## src/logic/lsc_pkg.sv

```systemverilog
// Purpose: constants for the slave lin controller register block
// Assumes: 8-bit registers in the low byte of 32-bit avalon words
// Notes: offsets are byte addresses
package lsc_pkg;
  // register byte offsets
  localparam logic [7:0] OFS_CTRL1 = 8'h00;
  localparam logic [7:0] OFS_STAT = 8'h04;
  localparam logic [7:0] OFS_SVEC = 8'h08;
  localparam logic [7:0] OFS_BTC = 8'h0c;
  localparam logic [7:0] OFS_FRAME = 8'h10;
  localparam logic [7:0] OFS_EVT = 8'h14;
  localparam logic [7:0] OFS_MASK = 8'h18;
  localparam logic [2:0] OFS_BUF_HI = 3'h1; // message buffer 0x20..0x3c
  // control_register_one fields
  localparam int CTRL1_REQ = 7; // reset_mode_request
  localparam int CTRL1_WOC = 6; // write_once_config
  localparam int CTRL1_IE = 1; // module interrupt enable
  // lin_status_register fields
  localparam int STAT_ACT = 7;
  localparam int STAT_ACK = 5;
  localparam int STAT_FLAG = 0;
  // frame control fields
  localparam int FR_BTM = 0;
  localparam int FR_IGN = 1;
  localparam int FR_GO = 2;
  localparam int FR_CHK = 3;
  localparam int FR_LEN = 4; // 3-bit length, bytes = value + 1
  // event bits
  localparam int EV_RXOK = 0;
  localparam int EV_TXOK = 1;
  localparam int EV_CHKERR = 2;
  localparam int EV_TXERR = 3;
  // state vector codes
  localparam logic [7:0] SV_IDLE = 8'h00;
  localparam logic [7:0] SV_RXBUSY = 8'h04;
  localparam logic [7:0] SV_TXOK = 8'h08;
  localparam logic [7:0] SV_TXBUSY = 8'h0c;
  localparam logic [7:0] SV_RXOK = 8'h10;
  localparam logic [7:0] SV_TXERR = 8'h18;
  localparam logic [7:0] SV_CHKERR = 8'h1c;
  // reset values
  localparam logic [7:0] CTRL1_RST = 8'h80;
  localparam logic [7:0] BTC_RST = 8'h22;
  localparam logic [7:0] FRAME_RST = 8'h00;
  localparam logic [7:0] MASK_RST = 8'h00;
  // timing
  localparam int CLK_NS = 20;
  localparam int FILT_NS = 320;
  localparam int FILT_CYC = (FILT_NS + CLK_NS - 1) / CLK_NS;
  localparam logic [4:0] FILT_LAST = 5'(FILT_CYC - 1);
endpackage

```

## src/logic/lsc_slave_lin.sv

```systemverilog
// Purpose: slave lin controller, status, interrupt and bit-time engine
// Assumes: one clock mclk at 50 MHz, synchronous active-low rstn
// Notes: lin auto-sync is not provided; both modes use bit_time_count
//
// Added by the designer: the placing of the registers and the Avalon-MM slave port.
`timescale 1ns/10ps

module lsc_slave_lin
  import lsc_pkg::*;
(
  // clock and reset
  input wire logic mclk,
  input wire logic rstn,
  // avalon-mm slave
  input wire logic [7:0] avs_address,
  input wire logic avs_read,
  input wire logic avs_write,
  input wire logic [31:0] avs_writedata,
  output logic [31:0] avs_readdata,
  output logic avs_waitrequest,
  // lin pins
  input wire logic lin_receive_pin,
  output logic lin_tx,
  // processor interrupt
  output logic irq
);

  typedef enum logic [1:0] {ST_IDLE, ST_RX, ST_TX} lsc_state_e;

  ////////////////////////////////////////////////////////////////////////
  // registers
  logic [7:0] ctrl1_reg; // control_register_one
  logic woc_done_reg; // write_once_config already written
  logic ack_reg; // reset_mode_confirm
  logic [7:0] btc_reg; // bit_time_count
  logic [7:0] frame_reg; // mode, ignore, go, checksum, length
  logic [3:0] evt_reg; // sticky event sources
  logic [7:0] mask_reg; // event mask, low nibble used
  logic flag_reg; // pending_irq_flag
  logic act_reg; // bus_activity_semaphore
  logic [7:0] buf_mem [0:7]; // message bytes
  // engine
  lsc_state_e st_reg;
  logic [7:0] cnt_reg; // clocks within bit
  logic [3:0] bit_reg; // bit index in byte
  logic [3:0] byte_reg; // byte index in frame
  logic [9:0] sh_reg; // shift register
  logic [7:0] sum_reg; // running checksum
  // receive input chain
  logic s1_reg; // first sync stage
  logic s2_reg; // second sync stage
  logic filt_reg; // filtered level
  logic filt_d_reg; // filtered level, delayed
  logic [4:0] fcnt_reg; // stability counter

  ////////////////////////////////////////////////////////////////////////
  // bus decode
  wire wr_en = avs_write & ~avs_waitrequest;
  wire rd_take = avs_read & avs_waitrequest;
  wire [7:0] wd = avs_writedata[7:0];
  wire sel_ctrl1 = avs_address == OFS_CTRL1;
  wire sel_stat = avs_address == OFS_STAT;
  wire sel_svec = avs_address == OFS_SVEC;
  wire sel_btc = avs_address == OFS_BTC;
  wire sel_frame = avs_address == OFS_FRAME;
  wire sel_evt = avs_address == OFS_EVT;
  wire sel_mask = avs_address == OFS_MASK;
  wire sel_buf = avs_address[7:5] == OFS_BUF_HI && avs_address[1:0] == 2'h0;
  wire [2:0] buf_idx = avs_address[4:2];

  ////////////////////////////////////////////////////////////////////////
  // frame and event decode
  wire bit_time_mode = frame_reg[FR_BTM];
  wire ign = frame_reg[FR_IGN];
  wire [3:0] nbytes = {1'b0, frame_reg[FR_LEN +: 3]} + 4'h1;
  wire bit_end = cnt_reg == btc_reg - 8'h01;
  wire sample = cnt_reg == {1'b0, btc_reg[7:1]};
  wire filt_fall = filt_d_reg & ~filt_reg;
  wire [7:0] rx_byte = sh_reg[8:1];
  wire [7:0] sum_out = frame_reg[FR_CHK] ? sum_reg : ~sum_reg;
  wire rx_last = st_reg == ST_RX && bit_end && bit_reg == 4'h9;
  wire rx_chk = rx_last && byte_reg == nbytes;
  wire tx_last = st_reg == ST_TX && bit_end && bit_reg == 4'h9;
  wire tx_bad = st_reg == ST_TX && bit_end && filt_reg != sh_reg[0];
  // byte_reg has stepped past the checksum when the last stop bit ends
  wire tx_done = tx_last && !tx_bad && byte_reg == nbytes + 4'h1;
  logic [3:0] ev_set; // one-cycle event pulses
  assign ev_set[EV_RXOK] = rx_chk && !ign && rx_byte == sum_out;
  assign ev_set[EV_CHKERR] = rx_chk && !ign && rx_byte != sum_out;
  assign ev_set[EV_TXOK] = tx_done;
  assign ev_set[EV_TXERR] = tx_bad;
  wire [3:0] pend = evt_reg & mask_reg[3:0];
  // priority: tx error, checksum error, rx ok, tx ok
  wire [3:0] top = pend[EV_TXERR] ? 4'h8 : pend[EV_CHKERR] ? 4'h4 :
                   pend[EV_RXOK] ? 4'h1 : pend[EV_TXOK] ? 4'h2 : 4'h0;
  wire flag_clr = wr_en && sel_stat && wd[STAT_FLAG];
  wire [3:0] evt_clr = (wr_en && sel_evt ? wd[3:0] : 4'h0) |
                       (flag_clr ? top : 4'h0);
  wire [3:0] evt_next = (evt_reg & ~evt_clr) | ev_set;
  wire new_irq = |(ev_set & mask_reg[3:0]);
  wire flag_next = flag_clr ? new_irq : (flag_reg | (|pend));
  wire act_next = filt_fall | (act_reg &
                  ~(ev_set[EV_RXOK] | ev_set[EV_TXOK]));
  wire [7:0] st_code = st_reg == ST_RX ? SV_RXBUSY :
                       st_reg == ST_TX ? SV_TXBUSY : SV_IDLE;
  wire [7:0] svec = pend[EV_TXERR] ? SV_TXERR : pend[EV_CHKERR] ? SV_CHKERR :
                    pend[EV_RXOK] ? SV_RXOK : pend[EV_TXOK] ? SV_TXOK :
                    st_code;
  // activity has no meaning in bit-time mode, so it reads zero there
  wire [7:0] stat_rd = {act_reg & ~bit_time_mode, 1'b0, ack_reg, 4'h0,
                        flag_reg};
  wire [7:0] rd_mux = sel_ctrl1 ? ctrl1_reg : sel_stat ? stat_rd :
                      sel_svec ? svec : sel_btc ? btc_reg :
                      sel_frame ? frame_reg : sel_evt ? {4'h0, evt_reg} :
                      sel_mask ? mask_reg : sel_buf ? buf_mem[buf_idx] :
                      8'h00;

  // checksum add with end-around carry
  function automatic logic [7:0] csum_add(logic [7:0] a, logic [7:0] b);
    logic [8:0] s;
    s = {1'b0, a} + {1'b0, b};
    return s[7:0] + {7'h0, s[8]};
  endfunction

  ////////////////////////////////////////////////////////////////////////
  // bus handshake: one wait cycle, then read data stands with wait low
  always_ff @(posedge mclk)
  begin
    if (!rstn)
    begin
      avs_waitrequest <= 1'b1;
      avs_readdata <= 32'h0;
    end
    else
    begin
      avs_waitrequest <= ~((avs_read | avs_write) & avs_waitrequest);
      if (rd_take)
        avs_readdata <= {24'h0, rd_mux}; // unmapped reads zero
    end
  end

  // control one: request stays writable so software can leave reset
  always_ff @(posedge mclk)
  begin
    if (!rstn)
    begin
      ctrl1_reg <= CTRL1_RST;
      woc_done_reg <= 1'b0;
      ack_reg <= 1'b1;
    end
    else
    begin
      ack_reg <= ctrl1_reg[CTRL1_REQ];
      if (wr_en && sel_ctrl1)
      begin
        ctrl1_reg[CTRL1_REQ] <= wd[CTRL1_REQ];
        // write once: later writes leave the bit as it is
        if (!woc_done_reg)
        begin
          ctrl1_reg[CTRL1_WOC] <= wd[CTRL1_WOC];
          woc_done_reg <= 1'b1;
        end
      end
      if (ack_reg)
        ctrl1_reg[CTRL1_IE] <= CTRL1_RST[CTRL1_IE];
      else if (wr_en && sel_ctrl1)
        ctrl1_reg[CTRL1_IE] <= wd[CTRL1_IE];
    end
  end

  // configuration, status and events, held at reset while confirmed
  always_ff @(posedge mclk)
  begin
    if (!rstn || ack_reg)
    begin
      btc_reg <= BTC_RST;
      frame_reg <= FRAME_RST;
      mask_reg <= MASK_RST;
      evt_reg <= 4'h0;
      flag_reg <= 1'b0;
      act_reg <= 1'b0;
      irq <= 1'b0;
    end
    else
    begin
      if (wr_en && sel_btc)
        btc_reg <= wd;
      if (wr_en && sel_mask)
        mask_reg <= wd;
      // go clears itself at frame end; engine wins over software
      if (tx_done || tx_bad)
        frame_reg[FR_GO] <= 1'b0;
      else if (wr_en && sel_frame)
        frame_reg <= wd;
      evt_reg <= evt_next; // set wins over clear
      flag_reg <= flag_next;
      act_reg <= act_next;
      irq <= flag_reg & ctrl1_reg[CTRL1_IE];
    end
  end

  // message buffer, written by software or by the receiver
  always_ff @(posedge mclk)
  begin
    if (rx_last && byte_reg < nbytes)
      buf_mem[byte_reg[2:0]] <= rx_byte;
    else if (wr_en && sel_buf && !ack_reg)
      buf_mem[buf_idx] <= wd;
  end

  ////////////////////////////////////////////////////////////////////////
  // receive sync and filter: level must hold FILT_CYC clocks
  always_ff @(posedge mclk)
  begin
    if (!rstn)
    begin
      s1_reg <= 1'b1;
      s2_reg <= 1'b1;
      filt_reg <= 1'b1;
      filt_d_reg <= 1'b1;
      fcnt_reg <= 5'h0;
    end
    else
    begin
      s1_reg <= lin_receive_pin;
      s2_reg <= s1_reg;
      filt_d_reg <= filt_reg;
      if (s2_reg == filt_reg)
        fcnt_reg <= 5'h0;
      else if (fcnt_reg == FILT_LAST)
      begin
        filt_reg <= s2_reg;
        fcnt_reg <= 5'h0;
      end
      else
        fcnt_reg <= fcnt_reg + 5'h1;
    end
  end

  ////////////////////////////////////////////////////////////////////////
  // bit engine: half duplex, one byte per start bit
  always_ff @(posedge mclk)
  begin
    if (!rstn || ack_reg)
    begin
      st_reg <= ST_IDLE;
      cnt_reg <= 8'h0;
      bit_reg <= 4'h0;
      byte_reg <= 4'h0;
      sh_reg <= 10'h3ff;
      sum_reg <= 8'h0;
      lin_tx <= 1'b1;
    end
    else
    begin
      lin_tx <= st_reg == ST_TX ? sh_reg[0] : 1'b1;
      case (st_reg)
        ST_IDLE:
        begin
          cnt_reg <= 8'h0;
          bit_reg <= 4'h0;
          // stale partial receive is dropped when transmit starts
          if (frame_reg[FR_GO])
          begin
            st_reg <= ST_TX;
            sh_reg <= {1'b1, buf_mem[0], 1'b0};
            sum_reg <= csum_add(8'h0, buf_mem[0]);
            byte_reg <= 4'h1;
          end
          else if (filt_fall)
          begin
            st_reg <= ST_RX;
            if (byte_reg == 4'h0)
              sum_reg <= 8'h0;
          end
        end
        ST_RX:
        begin
          cnt_reg <= bit_end ? 8'h0 : cnt_reg + 8'h1;
          if (sample)
          begin
            sh_reg <= {filt_reg, sh_reg[9:1]};
            // a glitch start bit returns to idle
            if (bit_reg == 4'h0 && filt_reg)
              st_reg <= ST_IDLE;
          end
          if (bit_end)
            bit_reg <= bit_reg + 4'h1;
          if (rx_last)
          begin
            // back-to-back bytes: the next start lands on this very edge
            st_reg <= filt_fall ? ST_RX : ST_IDLE;
            bit_reg <= 4'h0;
            if (rx_chk)
            begin
              byte_reg <= 4'h0;
              sum_reg <= 8'h0;
            end
            else
            begin
              sum_reg <= csum_add(sum_reg, rx_byte);
              byte_reg <= byte_reg + 4'h1;
            end
          end
        end
        ST_TX:
        begin
          cnt_reg <= bit_end ? 8'h0 : cnt_reg + 8'h1;
          if (tx_bad || tx_done)
          begin
            st_reg <= ST_IDLE;
            byte_reg <= 4'h0;
            sh_reg <= 10'h3ff;
          end
          else if (tx_last)
          begin
            bit_reg <= 4'h0;
            byte_reg <= byte_reg + 4'h1;
            if (byte_reg < nbytes)
            begin
              sh_reg <= {1'b1, buf_mem[byte_reg[2:0]], 1'b0};
              sum_reg <= csum_add(sum_reg, buf_mem[byte_reg[2:0]]);
            end
            else
              sh_reg <= {1'b1, sum_out, 1'b0};
          end
          else if (bit_end)
          begin
            bit_reg <= bit_reg + 4'h1;
            sh_reg <= {1'b1, sh_reg[9:1]};
          end
        end
        default:
          st_reg <= ST_IDLE;
      endcase
    end
  end

  ////////////////////////////////////////////////////////////////////////
  // checks
  a_act_on_fall: assert property (@(posedge mclk) disable iff (!rstn)
    !ack_reg && filt_fall |=> act_reg)
    else $error("activity not set after filtered falling edge");
  a_act_clear_src: assert property (@(posedge mclk) disable iff (!rstn)
    !ack_reg && $fell(act_reg) |->
    $past(ev_set[EV_RXOK] | ev_set[EV_TXOK]))
    else $error("activity cleared without rx-ok or tx-ok");
  a_act_btm_read: assert property (@(posedge mclk) disable iff (!rstn)
    bit_time_mode |-> !stat_rd[STAT_ACT] && stat_rd[STAT_ACK] == ack_reg)
    else $error("status bits wrong in bit-time mode");
  a_hold_reset: assert property (@(posedge mclk) disable iff (!rstn)
    ack_reg ##1 ack_reg |-> btc_reg == BTC_RST && mask_reg == MASK_RST
    && !flag_reg && !irq)
    else $error("register left reset value while confirmed");
  a_confirm_follow: assert property (@(posedge mclk) disable iff (!rstn)
    $fell(ctrl1_reg[CTRL1_REQ]) |=> !ack_reg)
    else $error("confirm did not drop after request cleared");
  a_flag_w1c: assert property (@(posedge mclk) disable iff (!rstn)
    !ack_reg && flag_clr && !new_irq |=> !flag_reg)
    else $error("pending flag not cleared by write");
  a_flag_again: assert property (@(posedge mclk) disable iff (!rstn)
    !ack_reg && flag_clr && |(pend & ~top) && !(wr_en && sel_mask)
    ##1 !ack_reg |=> flag_reg)
    else $error("pending flag not set again");
  a_irq_level: assert property (@(posedge mclk) disable iff (!rstn)
    (!ack_reg && flag_reg && ctrl1_reg[CTRL1_IE]) [*2] |-> irq)
    else $error("interrupt output missing");
  a_bit_length: assert property (@(posedge mclk) disable iff (!rstn)
    st_reg == ST_TX && $past(st_reg) == ST_TX && $changed(bit_reg)
    |-> cnt_reg == 8'h0 && $past(cnt_reg) == btc_reg - 8'h01)
    else $error("transmit bit length wrong");
  a_filter_min: assert property (@(posedge mclk) disable iff (!rstn)
    $changed(filt_reg) |-> $past(s2_reg, 1) == filt_reg &&
    $past(s2_reg, 8) == filt_reg && $past(s2_reg, 16) == filt_reg)
    else $error("filter passed a short pulse");

endmodule // lsc_slave_lin

```

## config.mk

```make
export PLATFORM = sky130hd
export DESIGN_NAME = lsc_slave_lin
export DESIGN_NICKNAME = d
export VERILOG_FILES = /design/src/logic/lsc_pkg.sv /design/src/logic/lsc_slave_lin.sv
export SDC_FILE = /design/constraint.sdc
export NUM_CORES = 1
export LEC_CHECK = 0
export BUFFER_PORTS_ARGS = -buffer_cell sky130_fd_sc_hd__buf_2
export CAP_MARGIN = 20
export CELL_PAD_IN_SITES_DETAIL_PLACEMENT = 0
export CELL_PAD_IN_SITES_GLOBAL_PLACEMENT = 2
export CORE_MARGIN = 2
export CORE_UTILIZATION = 35
export CTS_BUF_LIST = sky130_fd_sc_hd__clkbuf_8
export DETAILED_ROUTE_END_ITERATION = 10
export GPL_ROUTABILITY_DRIVEN = 1
export PLACE_DENSITY = 0.81
export SKIP_LAST_GASP = 1
export SYNTH_ARGS = -nofsm -noshare
export SYNTH_HDL_FRONTEND = slang
export SYNTH_SLANG_ARGS = --single-unit
export TNS_END_PERCENT = 100
```

## constraint.sdc

```tcl
create_clock -name mclk -period 5 [get_ports mclk]
set_input_delay 0.25 -clock mclk [delete_from_list [all_inputs] [get_ports mclk]]
set_output_delay 0.25 -clock mclk [all_outputs]
set_load 0.01 [all_outputs]
```

### Yosys cells after proc, flatten, opt, wreduce, memory -nomap -nowiden

Memory sizes are Yosys's and may differ from the RTL's. A register that Yosys moved wholly into a read port is not among the register bits.
Index checks and enable logic that the tools add are counted.

| cells by class | value |
|---|---|
| add/sub/neg operators | 11 |
| order comparisons | 1 |
| equality and inequality tests | 32 |
| mux-type cells | 69 |
| bitwise operators | 28 |
| reduce and logical (&&, ||, !) cells | 52 |

Operators with widths:

| cell | number |
|---|---|
| 8-bit 2-to-1 mux | 19 |
| 4-bit 2-to-1 mux | 15 |
| 10-bit 2-to-1 mux | 5 |
| 10-bit case mux with 3 select lines | 1 |
| 8-bit by 5-bit == test with 1-bit output, second input constant | 3 |
| 4-bit case mux with 3 select lines | 2 |
| 8-bit case mux with 3 select lines | 1 |
| 1-bit logical AND | 23 |
| 8-bit by 8-bit adder with 9-bit output | 2 |
| 8-bit by 1-bit adder with 8-bit output | 2 |
| 8-bit by 4-bit == test with 1-bit output, second input constant | 2 |
| 8-bit == test | 2 |
| 2-bit 2-to-1 mux | 8 |
| 8-bit case mux with 2 select lines | 1 |
| 5-bit 2-to-1 mux | 3 |
| 2-bit != test, second input constant | 7 |
| 4-bit by 1-bit adder with 4-bit output, second input constant | 3 |
| 4-bit AND | 3 |
| 3-bit 2-to-1 mux | 4 |
| 3-bit != test, second input constant | 4 |
| 4-bit AND reduction | 3 |
| 1-bit inverter | 10 |
| 9-bit 2-to-1 mux | 1 |
| 8-bit by 1-bit adder with 8-bit output, second input constant | 1 |
| other kinds (37) | 68 |

| word-level totals | value |
|---|---|
| register bits after elaboration | 91 |
| RAM bits | 64 |
| output and inout bits | 35 |
| word-level logic and storage cells | 221 |
| memories kept | 1 |

Memories:

| name | words | bits a word | read ports | clocked after memory_dff | wr ports | line | source |
|---|---|---|---|---|---|---|---|
| buf_mem | 8 | 8 | 3 | 1 | 1 | lsc_slave_lin.sv:41 | `logic [7:0] buf_mem [0:7];` |

### Depth between registers and ports, before layout

Gate-level depths: netlist of run 1.

| logic depth | value |
|---|---|
| word-level depth | 12 |
| gate-level depth with buffers | 20 |

### Least setup slack after synthesis of run 1

OpenSTA, ideal clock, no wires.

| timing | value |
|---|---|
| path type | register -> register |
| from | reg with a tool-made name |
| to | reg sum_reg[7] |
| library setup time | 134 ps |
| arrival | 4007 ps |
| required time | 4866 ps |
| slack | 860 ps |
| stages on the path, launching flop included | 20 |
| buffers on the path | 2 |
| cells stage by stage | dfxtp_1 > clkbuf_1 > buf_2 > mux4_2 > mux2_2 > ha_1 > inv_1 > fa_1 > nor2b_1 > o31a_1 > o31a_1 > o21ai_0 > nand2b_1 > ha_1 > nor3b_1 > and3_1 > nand3_1 > xnor2_1 > a2bb2oi_1 > a311oi_2 |

RTL lines:

| item | line | source |
|---|---|---|
| end signal: assignment | lsc_slave_lin.sv:267 | `sum_reg <= csum_add(8'h0, buf_mem[0]);` |
| end signal: assignment | lsc_slave_lin.sv:301 | `sum_reg <= csum_add(sum_reg, rx_byte);` |
| end signal: assignment | lsc_slave_lin.sv:322 | `sum_reg <= csum_add(sum_reg, buf_mem[byte_reg[2:0]]);` |
| end: declaration | lsc_slave_lin.sv:48 | `logic [7:0] sum_reg;` |

==> key figures, run 1 <==
Timing
  • Worst slew pin tran: just over 0.9 ns
  • Final hold violation count: 0
  • Max_slew headroom: a little under two fifths
  • TNS Setup: 0 ns
  • Fin crit period: a little over 4 ns
  • Final setup margin: around 0.87 ns
  • Final Max Slew Viols: 0
  • RSZ-0062 raised after global routing: no
  • Crit share post-route: between 80% and 90%
  • Final clock skew: between 0.015 and 0.02 ns
  • Setup violators final: 0
  • FMAX: 242.2 MHz

Worst setup path
  • WP data required: 5.40 ns
  • Reg2Reg Setup Slack: 0.87 ns
  • RR Endpoint: sum_reg[4]
  • Critical path endpoint category: flip-flop
  • Startpoint Class: flip-flop
  • Crit Path Max Fanout: 16
  • CP arrival: about 4.5 ns
  • Worst R2R Path Depth: 19
  • Worst setup path class: reg2reg

Global routing
  • Top Usage Layer GRT: met2
  • Global-route wire length before repair: approximately 41 mm
  • Routing usage on met2: between 30% and 40%
  • GRT Util Overall: a little under a fifth
  • Antenna violations before repair: 0
  • Largest net degree at the start of global routing: between 40 and 50
  • Met3 usage: 2.545%
  • Vias in the first global route: roughly 6.9k
  • Grt ovf: 0
  • M1 GR Usage: between 20 and 30%

Layout
  • Commonest non-fill, non-tap cell in the layout: dfxtp_1
  • Filler cells: around 2.8k
  • Max reg flops: 64
  • Post-layout nets: about 1.1k
  • Area Growth Syn to Fin: 8.803%
  • Share of post-route cells with drive strength above 1: between 15 and 20%
  • Fin util: between 30% and 40%
  • Antenna diodes: 0
  • Most frequent cells in the layout: 94 x dfxtp_1, 84 x nor2_1, 64 x edfxtp_1
  • Post-route cell area: around 11000 sq um

Hold path
  • Worst hold path type: in2reg
  • WHS Endpoint: filt_reg
  • Hold_sp: rstn
  • Hold depth: 2

Floorplan
  • Initial Util: a little over a third
  • Die W: roughly 170 um
  • Core Box Area: 27630 sq um
  • Die ar.: 29250 sq um
  • IO Pins: 80
  • Die height: approximately 170 um
  • Row cnt: ~60

Power and ir drop
  • Worst vdd ir: between 0.00015 and 0.0002 V
  • Net Sw Frac: between 20% and 30%
  • Clock power share: 41.1%
  • Cell-internal power: 1752 uW
  • Pwr per Cell Area: 227.7 nW/um^2
  • Sequential Power Share: a little under three fifths
  • Leak: between 0.003 and 0.004 uW
  • Switch Pwr: around 670 uW
  • Gate power share: about 3.7%
  • Tot Pwr: about 2400 uW

Clock network
  • TritonCTS Sinks: 158
  • CTS clk-pin slew, worst paths: roughly 0.10 ns
  • Post-CTS sizing: 0
  • Postcts setup bufs: 0
  • Worst-Skew Late Latency: around 0.48 ns
  • CTS root buf: clkbuf_8
  • Number of H-tree levels: 4
  • TritonCTS Buffers: 17
  • Buffer depth of the longest clock path: 2
  • CTS tree: built

Drt
  • Via count: 7376
  • 1st-pass router iterations: 4
  • DR WL/cell: between 15 and 20 um
  • Vias per cell: between 5 and 6
  • Initial DRC Count: 599
  • DRC: 0
  • Post-Route WL: ~27 mm
  • Antenna viol nets, final: 0

Placed design
  • DPL Wire Length: around 20 mm
  • Placement Cell Area: approximately 10000 sq um
  • RD Place Congestion: between 0.8 and 0.9
  • Port bufs: 31
  • Pre-CTS WS: 0.9008 ns

Synth
  • Register area share after synthesis: between 30 and 40%
  • Netlist cell types: 79
  • Netlist Area Pre-Place: 9764 sq um
  • Fraction of registers with async set/reset: 0%
  • Avg Cell Area, Syn: between 10 and 15 sq um
  • Synth Register Bits: between 150 and 200
  • Synth warnings: 0
  • Post-synth EDFFs: 64
  • Synth Flop Type: dfxtp_1
  • Mapped Cells: slightly below 1k

Run status
  • Status: completed

Job
  • Max_cap viols: 0
## Yosys cell counts (8+ instances only)
master	instances	area share [%]
o31ai_1	12	0.92
nor4_1	18	1.2
nand2b_1	17	1.1
nor3_1	15	0.77
a22oi_1	16	1.2
xnor2_1	36	3.2
inv_1	28	1.1
xor2_1	24	2.2
nand3_1	30	1.5
o22ai_1	9	0.58
o21ai_0	30	1.5
and3_1	9	0.58
a21oi_1	51	2.6
a211oi_1	22	1.7
mux2_2	18	2.1
ha_1	40	5.1
nand2_1	46	1.8
buf_2	9	0.46
nor2_1	84	3.2
clkbuf_1	41	1.6
nor2b_1	21	1.3
a31oi_1	8	0.51
dfxtp_1	94	19
mux4_2	32	7.4
edfxtp_1	64	20
buf_4	26	2.0
mux2i_1	48	4.9
## worst max path at each step
stage | start | to | slack (ns) | cells after the start
2_1_floorplan | flip-flop | sum_reg[7] | 0.86 | 19
3_3_place_gp | flip-flop | sum_reg[5] | 0.94 | 18
3_5_place_dp | flip-flop | sum_reg[5] | 0.90 | 18
4_1_cts | flip-flop | sum_reg[5] | 0.88 | 18
5_1_grt | flip-flop | sum_reg[6] | 0.62 | 19
6_report | flip-flop | sum_reg[4] | 0.87 | 19
## through the flow
step,hold WS (ns),std cells
after CTS,0.08887,1366
after global routing,0.1042,1366
after floorplan,0.3515,987
after global placement,0.3971,1330
final,0.1175,1366
after detailed placement,0.3993,1331
## critical path: stages, from the launching register on
cell	delay (ns)
dfxtp_1	0.32
buf_4	0.31
mux4_2	0.56
mux2_2	0.32
ha_1	0.23
inv_1	0.08
fa_1	0.20
nor2b_1	0.07
o31a_1	0.27
o31a_1	0.26
o21ai_0	0.14
nand2b_1	0.10
ha_1	0.22
ha_1	0.18
inv_1	0.08
nor3b_1	0.08
xnor2_1	0.15
o22ai_1	0.14
a22oi_1	0.09
a211oi_1	0.25
## power by group through the flow
stage | sequential (uW) | clock, uW | combinational (uW)
after detailed placement | 1370 | 0 | 86.4
after global placement | 1370 | 0 | 86.4
final | 1340 | 995 | 88.4
after floorplan | 1370 | 0 | 65.1
after CTS | 1340 | 1020 | 88.5
after global routing | 1340 | 1070 | 97.4
## layer usage
metal / up-vias / share of wire [%]
met5: - / 0
met4: 0 / 1.5
met3: 24 / 3.2
met2: 148 / 48
met1: 3643 / 47
li1: 3561 / -
## cell families after synthesis
family	count (synthesis)	share of synthesized area, %
AOI/OAI and AO/OA	207	14.47
muxes	99	14.49
buffers and inverters	112	5.587
adders and majority gates	42	5.536
other	1	0.03840
xor gates and xnor gates	61	5.625
and+or+nand+nor	284	15.30
DFF	158	38.95
## repair_timing
| action | CTS | global route |
|---|---|---|
| hold buffers | 3 | 0 |
| endpoints found under the hold margin | 2 | 0 |
| setup endpoints to repair | 0 | 0 |
## area by class of cell
type	count	area [sq um]	share of cell area, %
clock inverter	15	178.9	1.684
tap	378	473.0	4.452
inverter	28	105.1	0.9893
sequential	158	3804	35.80
clock buffer	17	234.0	2.202
multi-input combinational	717	5504	51.81
timing repair buffer	53	325.3	3.062
No activity file was read; power rests on OpenSTA's default activity.
==> inputs of run 2 (changes only) <==
--- a/config.mk
+++ b/config.mk
@@ -14,7 +14,7 @@
 export CTS_BUF_LIST = sky130_fd_sc_hd__clkbuf_8
 export DETAILED_ROUTE_END_ITERATION = 10
 export GPL_ROUTABILITY_DRIVEN = 1
-export PLACE_DENSITY = 0.81
+export PLACE_DENSITY = 0.84
 export SKIP_LAST_GASP = 1
 export SYNTH_ARGS = -nofsm -noshare
 export SYNTH_HDL_FRONTEND = slang
==> constraint.sdc (replaced) <==
create_clock -name mclk -period 3.4 [get_ports mclk]
set_input_delay 0.17 -clock mclk [delete_from_list [all_inputs] [get_ports mclk]]
set_output_delay 0.17 -clock mclk [all_outputs]
set_load 0.01 [all_outputs]
==> run 2 against run 1 <==
Net effect:
- the run now ends with negative setup slack left
- clock-buffer cell count stayed put
- sequential share of layout area is 2.2 points lower
- combinational power rose by 49%
- maximum frequency up 13%
- critical path depth fell by 3
- total power rose by 47%
- via count increased by 4.5%
- non-clock buffer count rose by 70
- wire length up 5.0%
- sequential power is 46% higher
==> key figures, run 2 (synthesis gave the netlist of run 1 again) <==
Run status
  • Status: complete, but fails checks
  • Failing checks: negative setup slack

Power and ir drop
  • Switch Pwr: approximately 980 uW
  • Clock power share: between 40% and 50%
  • Worst vdd ir: ~0.00026 V
  • Sequential Power Share: a little under three fifths
  • Net Sw Frac: 27.57%
  • Tot Pwr: between 3000 and 4000 uW
  • Pwr per Cell Area: ~310 nW/um^2
  • Leak: roughly 0.0038 uW
  • Gate power share: under 10%
  • Cell-internal power: about 2600 uW

Clock network
  • TritonCTS Sinks: around 160
  • CTS clk-pin slew, worst paths: around 0.11 ns
  • Worst-Skew Late Latency: ~0.48 ns
  • CTS root buf: clkbuf_8
  • Buffer depth of the longest clock path: 2
  • TritonCTS Buffers: 17
  • Number of H-tree levels: 4
  • CTS tree: built

Global routing
  • Global-route wire length before repair: between 40 and 50 mm
  • Vias in the first global route: 7403
  • Grt ovf: 0
  • Antenna violations before repair: 0
  • Largest net degree at the start of global routing: 50
  • GRT Util Overall: around a fifth

Worst setup path
  • Startpoint Class: flip-flop
  • Crit Path Max Fanout: 5
  • Worst setup path class: reg2reg
  • Worst R2R Path Depth: 16
  • RR Endpoint: sum_reg[5]
  • Critical path endpoint category: flip-flop
  • CP arrival: 4.05 ns
  • Reg2Reg Setup Slack: -0.24 ns
  • WP data required: 3.80 ns

Floorplan
  • IO Pins: 80
  • Die height: roughly 170 um
  • Die ar.: between 20000 and 30000 sq um
  • Row cnt: a little over 60
  • Core Box Area: between 20000 and 30000 sq um
  • Initial Util: a little over a third
  • Die W: around 170 um

Hold path
  • Hold_sp: rstn
  • WHS Endpoint: filt_reg
  • Hold depth: 2
  • Worst hold path type: in2reg

Layout
  • Post-route cell area: between 10000 and 15000 sq um
  • Post-layout nets: ~1.1k
  • Area Growth Syn to Fin: 15.97%
  • Commonest non-fill, non-tap cell in the layout: dfxtp_1
  • Max reg flops: 64
  • Share of post-route cells with drive strength above 1: between 20 and 25%
  • Antenna diodes: 0
  • Most frequent cells in the layout: 93 x dfxtp_1, 85 x buf_4, 84 x nor2_1

Timing
  • Final setup margin: -0.2427 ns
  • Final Max Slew Viols: 0
  • Setup violators final: 7
  • WHS: between 0.05 and 0.06 ns
  • Fin crit period: around 3.6 ns
  • FMAX: about 270 MHz
  • Worst slew pin tran: roughly 1.0 ns
  • Final clock skew: roughly 0.019 ns
  • TNS Setup: -1.290 ns
  • Final hold violation count: 0
  • Crit share post-route: 107.1%
  • Max_slew headroom: between 30% and 40%
  • RSZ-0062 raised after global routing: yes

Placed design
  • Placement Cell Area: between 10000 and 15000 sq um
  • RD Place Congestion: between 0.9 and 1
  • DPL Wire Length: between 20 and 25 mm
  • Port bufs: 31

Drt
  • Met3 WL post-DR: 1.253 mm
  • DRC: 0
  • Initial DRC Count: between 600 and 700
  • Routed wl met2: about 13 mm
  • 1st-pass router iterations: 5
  • Via count: roughly 7.7k
  • Vias per cell: 5.367
  • Metal-1 WL: approximately 13 mm
  • DR WL/cell: around 19 um
  • Top sig layer: met4
  • Antenna viol nets, final: 0
  • Post-Route WL: between 20 and 30 mm

Job
  • Max_cap viols: 0
-- run 2: cell count changes in the layout (fill, tap and decap cells not counted), sizes merged --
| cell | before | now |
|---|---|---|
| bufbuf | 0 | 1 |
| buf | 50 | 119 |
| inv | 37 | 39 |
| clkinvlp | 0 | 1 |
| clkinv | 6 | 3 |
-- run 2: repair_timing --
item | CTS | global route
pin swaps | 5 | 9
gates cloned | 1 | 0
gates resized for setup | 8 | 7
setup endpoints to repair | 7 | 34
hold buffers | 3 | 0
setup buffers | 2 | 0
hold endpoints to repair | 2 | 0
-- run 2: through the flow --
step,setup slack [ns],util (%),instances
after floorplan,-0.2544,-,987
after global placement,-0.2239,38.88,1397
after detailed placement,-0.2785,38.88,1397
after CTS,-0.2429,40.77,1435
after global routing,-0.4117,40.98,1436
final,-0.2427,40.98,1436
-- run 2: routing by layer --
metal  track usage, %  vias up
met5                0        -
met4            6.374        0
met3            3.493       41
met2            31.35      196
met1            26.08     3770
li1                 -     3700
-- run 2: final cells by class --
class,count,area (sq um)
flip-flops and latches,158,3807
well taps,378,473.0
clock buffers,17,234.0
clock inverters,15,175.2
fillers,2735,16310
repair buffers,123,915.9
multi-input cells,717,5613
inverters,28,105.1
-- run 2: worst max-delay path, cell delays in order, from the launching register on --
cell	delay [ns]
dfxtp_4	0.38
bufbuf_16	0.26
mux4_2	0.49
mux2_4	0.30
ha_4	0.22
nor2b_1	0.13
o31a_1	0.25
o31a_1	0.26
o21ai_1	0.12
nand2b_1	0.07
ha_2	0.18
nor3b_4	0.15
and3_4	0.21
xnor2_1	0.12
o22ai_1	0.13
a22oi_1	0.08
a211oi_1	0.21
-- run 2: worst max path at each step --
stage	start	to	slack [ns]	cells past startpoint
3_5_place_dp	flip-flop	sum_reg[7]	-0.28	18
3_3_place_gp	flip-flop	sum_reg[7]	-0.22	18
6_report	flip-flop	sum_reg[5]	-0.24	16
2_1_floorplan	flip-flop	sum_reg[7]	-0.25	19
4_1_cts	flip-flop	sum_reg[7]	-0.24	18
5_1_grt	flip-flop	sum_reg[5]	-0.41	18
-- run 2: power groups by stage --
stage          Clock, uW  Combinational (uW)  Sequential [uW]
5_1_grt             1550                 144             1970
4_1_cts             1490                 131             1960
3_3_place_gp           0                 128             2010
6_report            1460                 132             1960
3_5_place_dp           0                 128             2010
2_1_floorplan          0                95.8             2010
